[src/iolm_pkg.sv]
package iolm_pkg;

  // ----------------------------------------------------------------
  // bus geometry
  // ----------------------------------------------------------------
  localparam int unsigned IOLM_AW    = 6;
  localparam int unsigned IOLM_DW    = 32;
  localparam int unsigned IOLM_LINES = 32;

  // ----------------------------------------------------------------
  // register byte offsets
  // ----------------------------------------------------------------
  localparam logic [5:0] OFS_PULLUP_OFF          = 6'h00;
  localparam logic [5:0] OFS_PULLUP_ON           = 6'h04;
  localparam logic [5:0] OFS_PULLUP_STATE        = 6'h08;
  localparam logic [5:0] OFS_PERIPH_A_ASSIGN     = 6'h0C;
  localparam logic [5:0] OFS_PERIPH_B_ASSIGN     = 6'h10;
  localparam logic [5:0] OFS_PERIPH_CHOICE_STATE = 6'h14;
  localparam logic [5:0] OFS_OUT_WRITE_UNMASK    = 6'h18;
  localparam logic [5:0] OFS_OUT_WRITE_MASK      = 6'h1C;
  localparam logic [5:0] OFS_OUT_WRITE_MSTATE    = 6'h20;
  localparam logic [5:0] OFS_OUTPUT_LEVEL_DATA   = 6'h24;

  // ----------------------------------------------------------------
  // reset values
  // ----------------------------------------------------------------
  localparam logic [31:0] RST_PULLUP_ON   = 32'hFFFFFFFF;
  localparam logic [31:0] RST_PERIPH_B    = 32'h00000000;
  localparam logic [31:0] RST_WRITE_UNMSK = 32'h00000000;
  localparam logic [31:0] RST_LEVEL_DATA  = 32'h00000000;
  localparam logic [31:0] IOLM_ZERO       = 32'h00000000;

  // ----------------------------------------------------------------
  // bus request and answer carriers
  // ----------------------------------------------------------------
  typedef struct packed {
    logic        read;
    logic        write;
    logic [5:0]  address;
    logic [3:0]  byteenable;
    logic [31:0] writedata;
  } iolm_req_s;

  typedef struct packed {
    logic        waitrequest;
    logic [31:0] readdata;
  } iolm_rsp_s;

  // slave states
  typedef enum logic [0:0] {
    IOLM_IDLE,
    IOLM_DONE
  } iolm_state_e;

endpackage

[src/iolm_setclr.sv]
module iolm_setclr
  import iolm_pkg::*;
#(
  parameter int unsigned        W     = 32,
  parameter logic [W-1:0]       RSTV  = '0
) (
  // clock and reset
  input  wire logic         clk_sys,
  input  wire logic         rst,
  // set and clear strobes, one bit per line
  input  wire logic [W-1:0] set_bits,
  input  wire logic [W-1:0] clr_bits,
  // held state
  output logic      [W-1:0] state_r
);

  // ones set, ones clear, zeros keep; set wins if both
  always_ff @(posedge clk_sys) begin
    if (rst) begin
      state_r <= RSTV;
    end else begin
      state_r <= (state_r & ~clr_bits) | set_bits;
    end
  end

endmodule

[src/iolm_out_level.sv]
module iolm_out_level
  import iolm_pkg::*;
#(
  parameter int unsigned W = 32
) (
  // clock and reset
  input  wire logic         clk_sys,
  input  wire logic         rst,
  // write of the level register
  input  wire logic         wr_en,
  input  wire logic [W-1:0] wr_data,
  input  wire logic [W-1:0] wr_allow,
  // driven levels
  output logic      [W-1:0] level_r
);

  // only unmasked lines take the written level
  always_ff @(posedge clk_sys) begin
    if (rst) begin
      level_r <= RST_LEVEL_DATA[W-1:0];
    end else if (wr_en) begin
      level_r <= (level_r & ~wr_allow) | (wr_data & wr_allow);
    end
  end

endmodule

[src/iolm_top.sv]
// Operation
// - pullup_on write one enables line pull-up
// - pullup_state reads zero when pull-up on
// - periph_a_assign one hands line to A
// - periph_b_assign one hands line to B
// - periph_choice_state: zero A, one B
// - out_write_unmask one lets level writes through
// - out_write_mask one blocks level writes
// - out_write_mask_state one means writes follow
// - pullup_off write one disables line pull-up
// - level bit one drives high, zero low
module iolm_top
  import iolm_pkg::*;
#(
  parameter int unsigned LINES = IOLM_LINES
) (
  // clock and reset
  input  wire logic              clk_sys,
  input  wire logic              rst,
  // avalon-mm slave
  input  wire logic [5:0]        avs_address,
  input  wire logic              avs_read,
  input  wire logic              avs_write,
  input  wire logic [3:0]        avs_byteenable,
  input  wire logic [31:0]       avs_writedata,
  output logic      [31:0]       avs_readdata,
  output logic                   avs_waitrequest,
  // line controls
  output logic      [LINES-1:0]  pullup_en,
  output logic      [LINES-1:0]  periph_b_sel,
  output logic      [LINES-1:0]  line_level
);

  // ----------------------------------------------------------------
  // request capture
  // ----------------------------------------------------------------
  iolm_req_s   req;
  iolm_rsp_s   rsp;
  iolm_state_e state_r;
  logic [31:0] rdata_r;
  logic [31:0] be_mask;
  logic [31:0] wmask;
  logic        wr_go;
  logic        rd_go;

  assign req.read       = avs_read;
  assign req.write      = avs_write;
  assign req.address    = avs_address;
  assign req.byteenable = avs_byteenable;
  assign req.writedata  = avs_writedata;

  // byte enables widen into a bit mask
  assign be_mask = {{8{req.byteenable[3]}}, {8{req.byteenable[2]}},
                    {8{req.byteenable[1]}}, {8{req.byteenable[0]}}};
  assign wmask   = req.writedata & be_mask;

  // one wait cycle; a write acts only in the cycle where waitrequest is low
  assign wr_go = req.write && (state_r == IOLM_DONE);
  assign rd_go = req.read && (state_r == IOLM_IDLE);

  // ----------------------------------------------------------------
  // slave state machine
  // ----------------------------------------------------------------
  always_ff @(posedge clk_sys) begin
    if (rst) begin
      state_r <= IOLM_IDLE;
    end else begin
      case (state_r)
        IOLM_IDLE: begin
          if (req.read || req.write) begin
            state_r <= IOLM_DONE;
          end
        end
        IOLM_DONE: state_r <= IOLM_IDLE;
        default:   state_r <= IOLM_IDLE;
      endcase
    end
  end

  assign rsp.waitrequest = (req.read || req.write) && (state_r == IOLM_IDLE);
  assign rsp.readdata    = rdata_r;
  assign avs_waitrequest = rsp.waitrequest;
  assign avs_readdata    = rsp.readdata;

  // ----------------------------------------------------------------
  // write decode into set and clear strobes and the level write strobe
  // ----------------------------------------------------------------
  logic [LINES-1:0] pu_set;
  logic [LINES-1:0] pu_clr;
  logic [LINES-1:0] b_set;
  logic [LINES-1:0] b_clr;
  logic [LINES-1:0] ow_set;
  logic [LINES-1:0] ow_clr;
  logic             lvl_wr;

  // one-cycle strobes in the completing cycle of a write
  always_comb begin
    pu_set = '0;
    pu_clr = '0;
    b_set  = '0;
    b_clr  = '0;
    ow_set = '0;
    ow_clr = '0;
    lvl_wr = 1'b0;
    if (wr_go) begin
      case (req.address)
        OFS_PULLUP_ON:        pu_set = wmask[LINES-1:0];
        OFS_PULLUP_OFF:       pu_clr = wmask[LINES-1:0];
        OFS_PERIPH_A_ASSIGN:  b_clr  = wmask[LINES-1:0];
        OFS_PERIPH_B_ASSIGN:  b_set  = wmask[LINES-1:0];
        OFS_OUT_WRITE_UNMASK: ow_set = wmask[LINES-1:0];
        OFS_OUT_WRITE_MASK:   ow_clr = wmask[LINES-1:0];
        OFS_OUTPUT_LEVEL_DATA: lvl_wr = 1'b1;
        default: begin
        end
      endcase
    end
  end

  // ----------------------------------------------------------------
  // line state holders
  // ----------------------------------------------------------------
  logic [LINES-1:0] pu_on_r;
  logic [LINES-1:0] b_sel_r;
  logic [LINES-1:0] ow_en_r;
  logic [LINES-1:0] lvl_r;

  iolm_setclr #(.W(LINES), .RSTV(RST_PULLUP_ON[LINES-1:0])) u_pullup (
    .clk_sys  (clk_sys),
    .rst      (rst),
    .set_bits (pu_set),
    .clr_bits (pu_clr),
    .state_r  (pu_on_r)
  );

  iolm_setclr #(.W(LINES), .RSTV(RST_PERIPH_B[LINES-1:0])) u_periph (
    .clk_sys  (clk_sys),
    .rst      (rst),
    .set_bits (b_set),
    .clr_bits (b_clr),
    .state_r  (b_sel_r)
  );

  iolm_setclr #(.W(LINES), .RSTV(RST_WRITE_UNMSK[LINES-1:0])) u_owmask (
    .clk_sys  (clk_sys),
    .rst      (rst),
    .set_bits (ow_set),
    .clr_bits (ow_clr),
    .state_r  (ow_en_r)
  );

  // level register gated by the write mask
  iolm_out_level #(.W(LINES)) u_level (
    .clk_sys  (clk_sys),
    .rst      (rst),
    .wr_en    (lvl_wr),
    .wr_data  (wmask[LINES-1:0] | (lvl_r & ~be_mask[LINES-1:0])),
    .wr_allow (ow_en_r),
    .level_r  (lvl_r)
  );

  // line outputs
  assign pullup_en    = pu_on_r;
  assign periph_b_sel = b_sel_r;
  assign line_level   = lvl_r;

  // ----------------------------------------------------------------
  // read data mux
  // ----------------------------------------------------------------
  logic [31:0] rd_mux;

  // status registers reflect held state, unused bits read zero
  always_comb begin
    rd_mux = IOLM_ZERO;
    case (req.address)
      OFS_PULLUP_STATE:        rd_mux[LINES-1:0] = ~pu_on_r;
      OFS_PERIPH_CHOICE_STATE: rd_mux[LINES-1:0] = b_sel_r;
      OFS_OUT_WRITE_MSTATE:    rd_mux[LINES-1:0] = ow_en_r;
      OFS_OUTPUT_LEVEL_DATA:   rd_mux[LINES-1:0] = lvl_r;
      default:                 rd_mux = IOLM_ZERO;
    endcase
  end

  // read data latched in the wait cycle, shown in the done cycle
  always_ff @(posedge clk_sys) begin
    if (rst) begin
      rdata_r <= IOLM_ZERO;
    end else if (rd_go) begin
      rdata_r <= rd_mux;
    end
  end

  // ----------------------------------------------------------------
  // assertions
  // ----------------------------------------------------------------
  a_pullup_on_set: assert property (@(posedge clk_sys) disable iff (rst)
    (wr_go && req.address == OFS_PULLUP_ON) |=> ((pu_on_r & $past(wmask[LINES-1:0])) == $past(wmask[LINES-1:0])))
    else $error("pull-up enable write did not take");

  a_pullup_off_clr: assert property (@(posedge clk_sys) disable iff (rst)
    (wr_go && req.address == OFS_PULLUP_OFF) |=> ((pu_on_r & $past(wmask[LINES-1:0])) == '0))
    else $error("pull-up disable write did not take");

  a_pullup_status_inv: assert property (@(posedge clk_sys) disable iff (rst)
    (rd_go && req.address == OFS_PULLUP_STATE) |=> (avs_readdata[LINES-1:0] == ~$past(pu_on_r)))
    else $error("pull-up status not inverted");

  a_periph_a_assign: assert property (@(posedge clk_sys) disable iff (rst)
    (wr_go && req.address == OFS_PERIPH_A_ASSIGN) |=>
    (b_sel_r == ($past(b_sel_r) & ~$past(wmask[LINES-1:0]))))
    else $error("peripheral a assign wrong");

  a_periph_b_assign: assert property (@(posedge clk_sys) disable iff (rst)
    (wr_go && req.address == OFS_PERIPH_B_ASSIGN) |=>
    (b_sel_r == ($past(b_sel_r) | $past(wmask[LINES-1:0]))))
    else $error("peripheral b assign wrong");

  a_periph_status_rd: assert property (@(posedge clk_sys) disable iff (rst)
    (rd_go && req.address == OFS_PERIPH_CHOICE_STATE) |=> (avs_readdata[LINES-1:0] == $past(b_sel_r)))
    else $error("peripheral status read wrong");

  a_unmask_write: assert property (@(posedge clk_sys) disable iff (rst)
    (wr_go && req.address == OFS_OUT_WRITE_UNMASK) |=>
    (ow_en_r == ($past(ow_en_r) | $past(wmask[LINES-1:0]))))
    else $error("write unmask wrong");

  a_mask_write: assert property (@(posedge clk_sys) disable iff (rst)
    (wr_go && req.address == OFS_OUT_WRITE_MASK) |=>
    (ow_en_r == ($past(ow_en_r) & ~$past(wmask[LINES-1:0]))))
    else $error("write mask wrong");

  a_mask_status_rd: assert property (@(posedge clk_sys) disable iff (rst)
    (rd_go && req.address == OFS_OUT_WRITE_MSTATE) |=> (avs_readdata[LINES-1:0] == $past(ow_en_r)))
    else $error("write mask status read wrong");

  a_level_masked: assert property (@(posedge clk_sys) disable iff (rst)
    (lvl_wr) |=> (((line_level ^ $past(line_level)) & ~$past(ow_en_r)) == '0))
    else $error("masked line changed level");

  a_status_fresh: assert property (@(posedge clk_sys) disable iff (rst)
    (wr_go && req.address == OFS_OUT_WRITE_UNMASK) ##2 (rd_go && req.address == OFS_OUT_WRITE_MSTATE)
    |=> ((avs_readdata[LINES-1:0] & $past(wmask[LINES-1:0], 3)) == $past(wmask[LINES-1:0], 3)))
    else $error("status not fresh after write");

  a_wait_one: assert property (@(posedge clk_sys) disable iff (rst)
    ((req.read || req.write) && state_r == IOLM_IDLE) |=> !avs_waitrequest)
    else $error("waitrequest held too long");

  // a fresh request always sees exactly one stall cycle first
  a_wait_first: assert property (@(posedge clk_sys) disable iff (rst)
    ((req.read || req.write) && state_r == IOLM_IDLE) |-> avs_waitrequest)
    else $error("first request cycle not stalled");

  // read data stands until the next read request is taken
  a_rdata_hold: assert property (@(posedge clk_sys) disable iff (rst)
    !rd_go |=> $stable(avs_readdata))
    else $error("read data changed without a read");

  // held line state moves only on a write to its own set, clear or level data register
  a_pu_quiet: assert property (@(posedge clk_sys) disable iff (rst)
    !(wr_go && (req.address == OFS_PULLUP_ON || req.address == OFS_PULLUP_OFF)) |=> $stable(pu_on_r))
    else $error("pull-up state changed without a write");

  a_periph_quiet: assert property (@(posedge clk_sys) disable iff (rst)
    !(wr_go && (req.address == OFS_PERIPH_A_ASSIGN || req.address == OFS_PERIPH_B_ASSIGN))
    |=> $stable(b_sel_r))
    else $error("peripheral choice changed without a write");

  a_mask_quiet: assert property (@(posedge clk_sys) disable iff (rst)
    !(wr_go && (req.address == OFS_OUT_WRITE_UNMASK || req.address == OFS_OUT_WRITE_MASK))
    |=> $stable(ow_en_r))
    else $error("write mask changed without a write");

  a_level_quiet: assert property (@(posedge clk_sys) disable iff (rst)
    !lvl_wr |=> $stable(line_level))
    else $error("level changed without a level write");

  // unmasked lines in enabled lanes take the written level
  a_level_follow: assert property (@(posedge clk_sys) disable iff (rst)
    lvl_wr |=> ((line_level & $past(ow_en_r & be_mask[LINES-1:0])) == $past(wmask[LINES-1:0] & ow_en_r)))
    else $error("unmasked line missed level write");

  // reset brings every held state to its start value
  a_reset_vals: assert property (@(posedge clk_sys)
    rst |=> (pullup_en == RST_PULLUP_ON[LINES-1:0] && periph_b_sel == RST_PERIPH_B[LINES-1:0]
             && ow_en_r == RST_WRITE_UNMSK[LINES-1:0] && line_level == RST_LEVEL_DATA[LINES-1:0]))
    else $error("reset values wrong");

  c_pullup_off: cover property (@(posedge clk_sys) disable iff (rst)
    wr_go && req.address == OFS_PULLUP_OFF);
  c_periph_b: cover property (@(posedge clk_sys) disable iff (rst)
    wr_go && req.address == OFS_PERIPH_B_ASSIGN);
  c_level_write: cover property (@(posedge clk_sys) disable iff (rst)
    lvl_wr && (ow_en_r != '0));
  c_status_read: cover property (@(posedge clk_sys) disable iff (rst)
    rd_go && req.address == OFS_OUT_WRITE_MSTATE);
  c_read_pair: cover property (@(posedge clk_sys) disable iff (rst)
    rd_go ##3 rd_go);

endmodule

[config.mk]
export PLATFORM = sky130hd
export DESIGN_NAME = iolm_top
export DESIGN_NICKNAME = d
export VERILOG_FILES = /design/src/iolm_pkg.sv /design/src/iolm_setclr.sv /design/src/iolm_out_level.sv /design/src/iolm_top.sv
export SDC_FILE = /design/constraint.sdc
export NUM_CORES = 1
export LEC_CHECK = 0
export BUFFER_PORTS_ARGS = -buffer_cell sky130_fd_sc_hd__buf_2
export CAP_MARGIN = 20
export CORE_MARGIN = 2
export CORE_UTILIZATION = 51
export DETAILED_ROUTE_END_ITERATION = 6
export PLACE_DENSITY = 0.77
export SLEW_MARGIN = 20
export SYNTH_ARGS = -nofsm -noshare
export SYNTH_HDL_FRONTEND = slang
export SYNTH_SLANG_ARGS = --single-unit
[constraint.sdc]
create_clock -name clk_sys -period 1.8 [get_ports clk_sys]
set_input_delay 0.18 -clock clk_sys [delete_from_list [all_inputs] [get_ports clk_sys]]
set_output_delay 0.18 -clock clk_sys [all_outputs]
set_load 0.005 [all_outputs]
==> results.py, run 1 <==
metrics = {
    "logic_synthesis": {
        "yosys-top-cells-area": "dfxtp_1 (45%), mux2i_1 (8.9%), nand2_1 (5.1%)",
        "syn-cell-area_mm2": 0.00719,
        "ys.flop_type": "dfxtp_1",
        "synth_edf_count": 0,
        "yosys.cell_types.count": 34,
        "ys_ff_latch": 161,
        "ys_async_sr_fraction_pct": 0,
        "synth_warnings": 0,
        "synth_area_leader_cell": "dfxtp_1",
        "syn-instance-count": 884,
        "seq_area_frac_synth_pct": 44.8,
        "synth.avg_cell_area_um2": 8.13,
        "synth_top_cell_area_share_pct": 44.8,
        "syn-num-nets": 930,
    },
    "global_route": {
        "overflow": 0,
        "grt_busiest_layer": "met2",
        "use_met2_pct": 47.8,
        "grtUsageMet1_pct": 39.7,
        "grt_use_total_pct": 30.1,
        "grt_use_met3_pct": 5.99,
        "grt_pass1_wl_um": 35300,
        "first_global_vias": 6796,
        "antenna_found_initial": 0,
        "grt_max_degree": 60,
    },
    "route": {
        "ant_nets": 0,
        "first_pass_iters": 7,
        "drtIter0Drc": 963,
        "route.detailed.drc": 2,
        "routed_wl_um": 22800,
        "wl_per_cell_um": 18.5,
        "num_vias": 7508,
        "vias_per_cell": 6.10,
    },
    "sta": {
        "tightest_slew_ps": 647,
        "post-route-period-util_pct": 86.5,
        "finalHoldViolations": 0,
        "setup_viol": 0,
        "clock_skew_ps": 9.40,
        "fin_hold_ws_ps": 45.0,
        "fin_crit_ps": 1560,
        "slew_violations": 0,
        "slew_headroom_pct": 56.9,
        "fmax_mhz": 642,
        "setup_ws_ps": 243,
        "rsz0062_at_grt": "no",
    },
    "cells_and_area": {
        "regArea_mm2": 0.00322,
        "stdcell_area_mm2": 0.00897,
        "nFillCells": 1198,
        "diodes": 0,
        "drive_gt1_share_pct": 24.8,
        "fin_nets": 1084,
        "area_growth_pct": 24.8,
        "multi_input_area_mm2": 0.00356,
    },
    "pwr": {
        "vdd_drop_max_v": 0.000615,
        "p_per_area_mw_per_mm2": 815,
        "p_leak_nw": 3.77,
        "p_total_w": 0.00732,
    },
    "clocking": {
        "cts_repair_resize_count": 0,
        "cts-hold-fix-buffers": 0,
        "numCtsBuffers": 17,
        "root_buffer": "clkbuf_16",
        "cts_num_sinks": 161,
        "postCtsSetupRepairBufs": 0,
        "clock_latency_ps": 420,
        "cts_tree": "yes",
        "path_clk_slew_ps": 60,
        "clk_path_buf_depth": 2,
        "h-tree-depth": 4,
    },
    "setup_path": {
        "critical_path_buf_inv_count": 1,
        "path_max_fanout": 20,
        "reg2reg_depth": 5,
        "slowest_stage": "nor4_1",
        "crit_path_max_incr_delay_ps": 370,
        "worstPathCellList": "nand2b_1, nor4_1, o21ai_4, buf_4, o21ai_0",
        "required_ps": 2140,
        "end_kind": "flop",
        "r2r-start": "state_r$_SDFF_PP0_",
        "r2r-end": "avs_readdata[0]$_SDFFE_PP0P_",
        "ff2ff_setup_slack_ps": 240,
        "cpLargestDelayFamily": "simple AND/OR/NAND/NOR gates",
        "worstPathArrival_ps": 1900,
        "cp-start-kind": "flop",
        "crit_type": "reg -> reg",
    },
    "die": {
        "num_rows": 43,
        "design.core.area_mm2": 0.0138,
        "dieArea_mm2": 0.0151,
        "die_h_um": 123,
        "die_w_um": 123,
        "initial_core_util_pct": 52.0,
        "ios": 175,
    },
    "worst_hold_path": {
        "whs_endpoint": "u_pullup.state_r[7]$_SDFF_PP1_",
        "min_from": "avs_writedata[7]",
        "hp-class": "in -> reg",
        "hold_path_depth": 3,
    },
    "placement": {
        "placed_cell_area_mm2": 0.00844,
        "gp_congestion": 0.864,
        "place_hpwl_um": 15000,
        "dp_worst_setup_slack_ps": -52.3,
        "portBuffers": 174,
    },
    "run_status": {
        "status": "finished with violations",
        "failed_checks": "DRC",
    },
    "run": {
        "cap_viol_max_count": 0,
    },
}
[cell usage after synthesis, drive strengths merged, types with 28 or more instances]
cell and count:
nand2 97, a31oi 32, clkbuf 57, o21ai 129
a21oi 65, buf 28, nand3 64, mux2i 64
nor3 45, nand4 32, dfxtp 161, nor2 36
[tightest hold or removal path, stage by stage]
cell and delay (ps):
buf_2 120, a31oi_1 80, nand2_1 50
[placed cells by master (no fill, tap or decap)]
cell type and instances:
nor4_1 1, clkinv_4 3, buf_4 37, or4b_4 1, buf_12 10, clkbuf_1 3
dfxtp_1 161, buf_2 173, nand3_1 64, o21ai_4 1, or4b_1 1, clkbuf_16 17
nor2b_4 2, o21ai_1 66, nand3b_1 1, a211oi_1 10, clkinvlp_4 1, mux2i_1 64
nor2_4 1, clkbuf_8 3, nand2_1 97, nor4b_4 1, and3_1 4, a21oi_1 65
nor3b_4 2, or3_4 1, or4_4 1, nor3_1 44, a31oi_1 32, nor2_1 34
nor3_4 1, nor2_2 1, clkinv_2 5, inv_1 22, nand2b_1 3, o21ai_0 62
or2_1 2, a221oi_1 22, nand4_1 32
[area by class of cell]
class                           count  area share (%)
Sequential cell                   161            35.9
Timing Repair Buffer              220            15.0
Inverter                           22           0.920
Clock inverter                      9           0.655
Clock buffer                       23            5.33
Tap cell                          180            2.51
Multi-Input combinational cell    616            39.7
[report_power, final]
group          internal [W]  switching, W  leakage [nW]  total, W
registers           0.00357    0.00000397          1.30   0.00357
logic              0.000145      0.000318          2.20  0.000463
clock network       0.00187       0.00142         0.267   0.00329
[cells by family after synthesis]
family | share of synthesized area, %
buffers and inverters | 6.30
DFF | 44.8
and+or+nand+nor | 19.9
AOI/OAI and AO/OA | 20.0
muxes | 8.91
[worst max-delay path by stage]
stage | from | cells after the start | end | slack [ps]
after floorplan | avs_address[1] | 5 | u_owmask.state_r[0]$_SDFF_PP0_ | 250
final | state_r$_SDFF_PP0_ | 5 | avs_readdata[0]$_SDFFE_PP0P_ | 240
after global routing | state_r$_SDFF_PP0_ | 5 | avs_readdata[1]$_SDFFE_PP0P_ | 40
after detailed placement | avs_address[1] | 7 | avs_readdata[16]$_SDFFE_PP0P_ | -50
after global placement | avs_address[1] | 5 | u_pullup.state_r[31]$_SDFF_PP1_ | -20
after CTS | state_r$_SDFF_PP0_ | 5 | avs_readdata[0]$_SDFFE_PP0P_ | 240
[per-layer routing]
layer	part of all wire (%)	wire length, µm
met2	47	10600
met1	41	9420
met3	9.7	2200
met4	2.3	527
met5	0	0
[stage by stage]
step / TNS (ps) / instances / util [%]
floorplan: 0 / 884 / -
global placement: -36.7 / 1199 / 61.0
detailed placement: -1140 / 1199 / 61.0
CTS: 0 / 1231 / 64.9
global route: 0 / 1231 / 64.9
finish: 0 / 1231 / 64.9
Note: power is estimated with default switching activity, not from simulation.
==> run 2, diff against run 1 <==
--- a/config.mk
+++ b/config.mk
@@ -10,6 +10,7 @@
 export CORE_MARGIN = 2
 export CORE_UTILIZATION = 51
 export DETAILED_ROUTE_END_ITERATION = 6
+export HOLD_SLACK_MARGIN = 0.05
 export PLACE_DENSITY = 0.77
 export SLEW_MARGIN = 20
 export SYNTH_ARGS = -nofsm -noshare
==> results.py, run 2 (same netlist as run 1, synthesis figures left out) <==
metrics = {
    "global_route": {
        "overflow": 0,
        "grt_max_degree": 60,
        "antenna_found_initial": 0,
        "first_global_vias": 6907,
        "grt_pass1_wl_um": 35900,
        "grt_use_total_pct": 30.5,
    },
    "cells_and_area": {
        "drive_gt1_share_pct": 24.4,
        "area_growth_pct": 27.5,
        "fin_nets": 1103,
        "stdcell_area_mm2": 0.00916,
        "final_common_cell": "buf_2",
        "fin_util_pct": 66.3,
        "mostFrequentLayoutCells": "buf_2 (173), dfxtp_1 (161), nand2_1 (97)",
        "diodes": 0,
        "post_layout_nonfiller_instances": 1250,
    },
    "setup_path": {
        "cpLargestDelayFamily": "simple AND/OR/NAND/NOR gates",
        "end_kind": "flop",
        "slowest_stage": "nor4_1",
        "crit_path_max_incr_delay_ps": 390,
        "r2r-end": "avs_readdata[0]$_SDFFE_PP0P_",
        "ff2ff_setup_slack_ps": 230,
        "reg2reg_depth": 5,
        "path_max_fanout": 20,
        "critical_path_buf_inv_count": 1,
        "cp-start-kind": "flop",
        "required_ps": 2150,
        "crit_type": "reg -> reg",
        "r2r-start": "state_r$_SDFF_PP0_",
        "worstPathCellList": "nand2b_1, nor4_1, o21ai_4, buf_4, o21ai_0",
        "crit_start": "state_r$_SDFF_PP0_",
        "worstPathArrival_ps": 1920,
    },
    "placement": {
        "gp_congestion": 0.864,
        "placed_cell_area_mm2": 0.00844,
        "portBuffers": 174,
        "placedCellCount": 1199,
        "place_hpwl_um": 15000,
    },
    "die": {
        "num_rows": 43,
        "ios": 175,
        "initial_core_util_pct": 52.0,
        "design.core.area_mm2": 0.0138,
        "die_h_um": 123,
        "die_w_um": 123,
        "dieArea_mm2": 0.0151,
    },
    "pwr": {
        "p_per_area_mw_per_mm2": 805,
        "vdd_drop_max_v": 0.000630,
        "p_leak_nw": 3.85,
    },
    "sta": {
        "fin_hold_ws_ps": 52.1,
        "fmax_mhz": 636,
        "fin_crit_ps": 1570,
        "slew_violations": 0,
        "post-route-period-util_pct": 87.4,
        "rsz0062_at_grt": "no",
        "finalHoldViolations": 0,
        "clock_skew_ps": 10.3,
        "setup_viol": 0,
        "slew_headroom_pct": 57.5,
        "tightest_slew_ps": 638,
    },
    "clocking": {
        "cts_tree": "yes",
        "cts-hold-fix-buffers": 19,
        "cts_num_sinks": 161,
        "postCtsSetupRepairBufs": 0,
        "h-tree-depth": 4,
        "numCtsBuffers": 17,
        "root_buffer": "clkbuf_16",
        "path_clk_slew_ps": 60,
        "clock_latency_ps": 430,
        "cts_repair_resize_count": 0,
        "clk_path_buf_depth": 2,
    },
    "route": {
        "wl_per_cell_um": 18.5,
        "routed_wl_um": 23100,
        "num_vias": 7585,
        "vias_per_cell": 6.07,
        "first_pass_iters": 6,
        "route.detailed.drc": 0,
        "drtIter0Drc": 1017,
        "ant_nets": 0,
    },
    "run": {
        "cap_viol_max_count": 0,
    },
    "worst_hold_path": {
        "hold_path_depth": 3,
        "min_from": "avs_writedata[26]",
        "hp-class": "in -> reg",
        "whs_endpoint": "u_pullup.state_r[26]$_SDFF_PP1_",
    },
    "run_status": {
        "status": "complete, no violations",
    },
}
run 2: cell types whose count changed in the layout (fill, tap and decap cells not counted), sizes merged:
cell | previous run | this run
dlygate4sd3 | 0 | 19
run 2: area by class of cell:
cell class / instances / area, µm²
repair buffers: 239 / 1530
flip-flops and latches: 161 / 3220
clock buffers: 23 / 478
clock inverters: 9 / 58.8
well taps: 180 / 225
inverters: 22 / 82.6
multi-input cells: 616 / 3560
fillers: 1165 / 4660
run 2: worst max path at each step:
stage          cells after the start  slack [ps]                              end
2_1_floorplan                      5         250   u_owmask.state_r[0]$_SDFF_PP0_
3_3_place_gp                       5         -20  u_pullup.state_r[31]$_SDFF_PP1_
3_5_place_dp                       7         -50    avs_readdata[16]$_SDFFE_PP0P_
4_1_cts                            5         240     avs_readdata[0]$_SDFFE_PP0P_
5_1_grt                            5          40     avs_readdata[1]$_SDFFE_PP0P_
6_report                           5         230     avs_readdata[0]$_SDFFE_PP0P_
run 2: stage by stage:
stage	setup TNS, ps	worst slack [ps]	total power [W]
floorplan	0	252	0.00387
global placement	-36.7	-20.3	0.00410
detailed placement	-1140	-52.3	0.00410
CTS	0	244	0.00735
global route	0	36.9	0.00756
finish	0	227	0.00737
run 2: worst min-delay path: stages:
cell	delay (ps)
buf_2	130
a31oi_1	80
nand2_1	50
run 2: metal layers:
layer / global-route usage, % / up-vias / routed length (µm)
met1: 40.2 / 3546 / 9610
met3: 6.60 / 55 / 2090
li1: - / 3551 / -
met4: 12.5 / 0 / 525
met5: 0 / - / 0
met2: 48.5 / 433 / 10900
run 2: power breakdown:
part	internal (W)	switching [W]
sequential	0.00357	0.00000382
clock	0.00187	0.00144
combinational	0.000172	0.000325
total	0.00560	0.00177
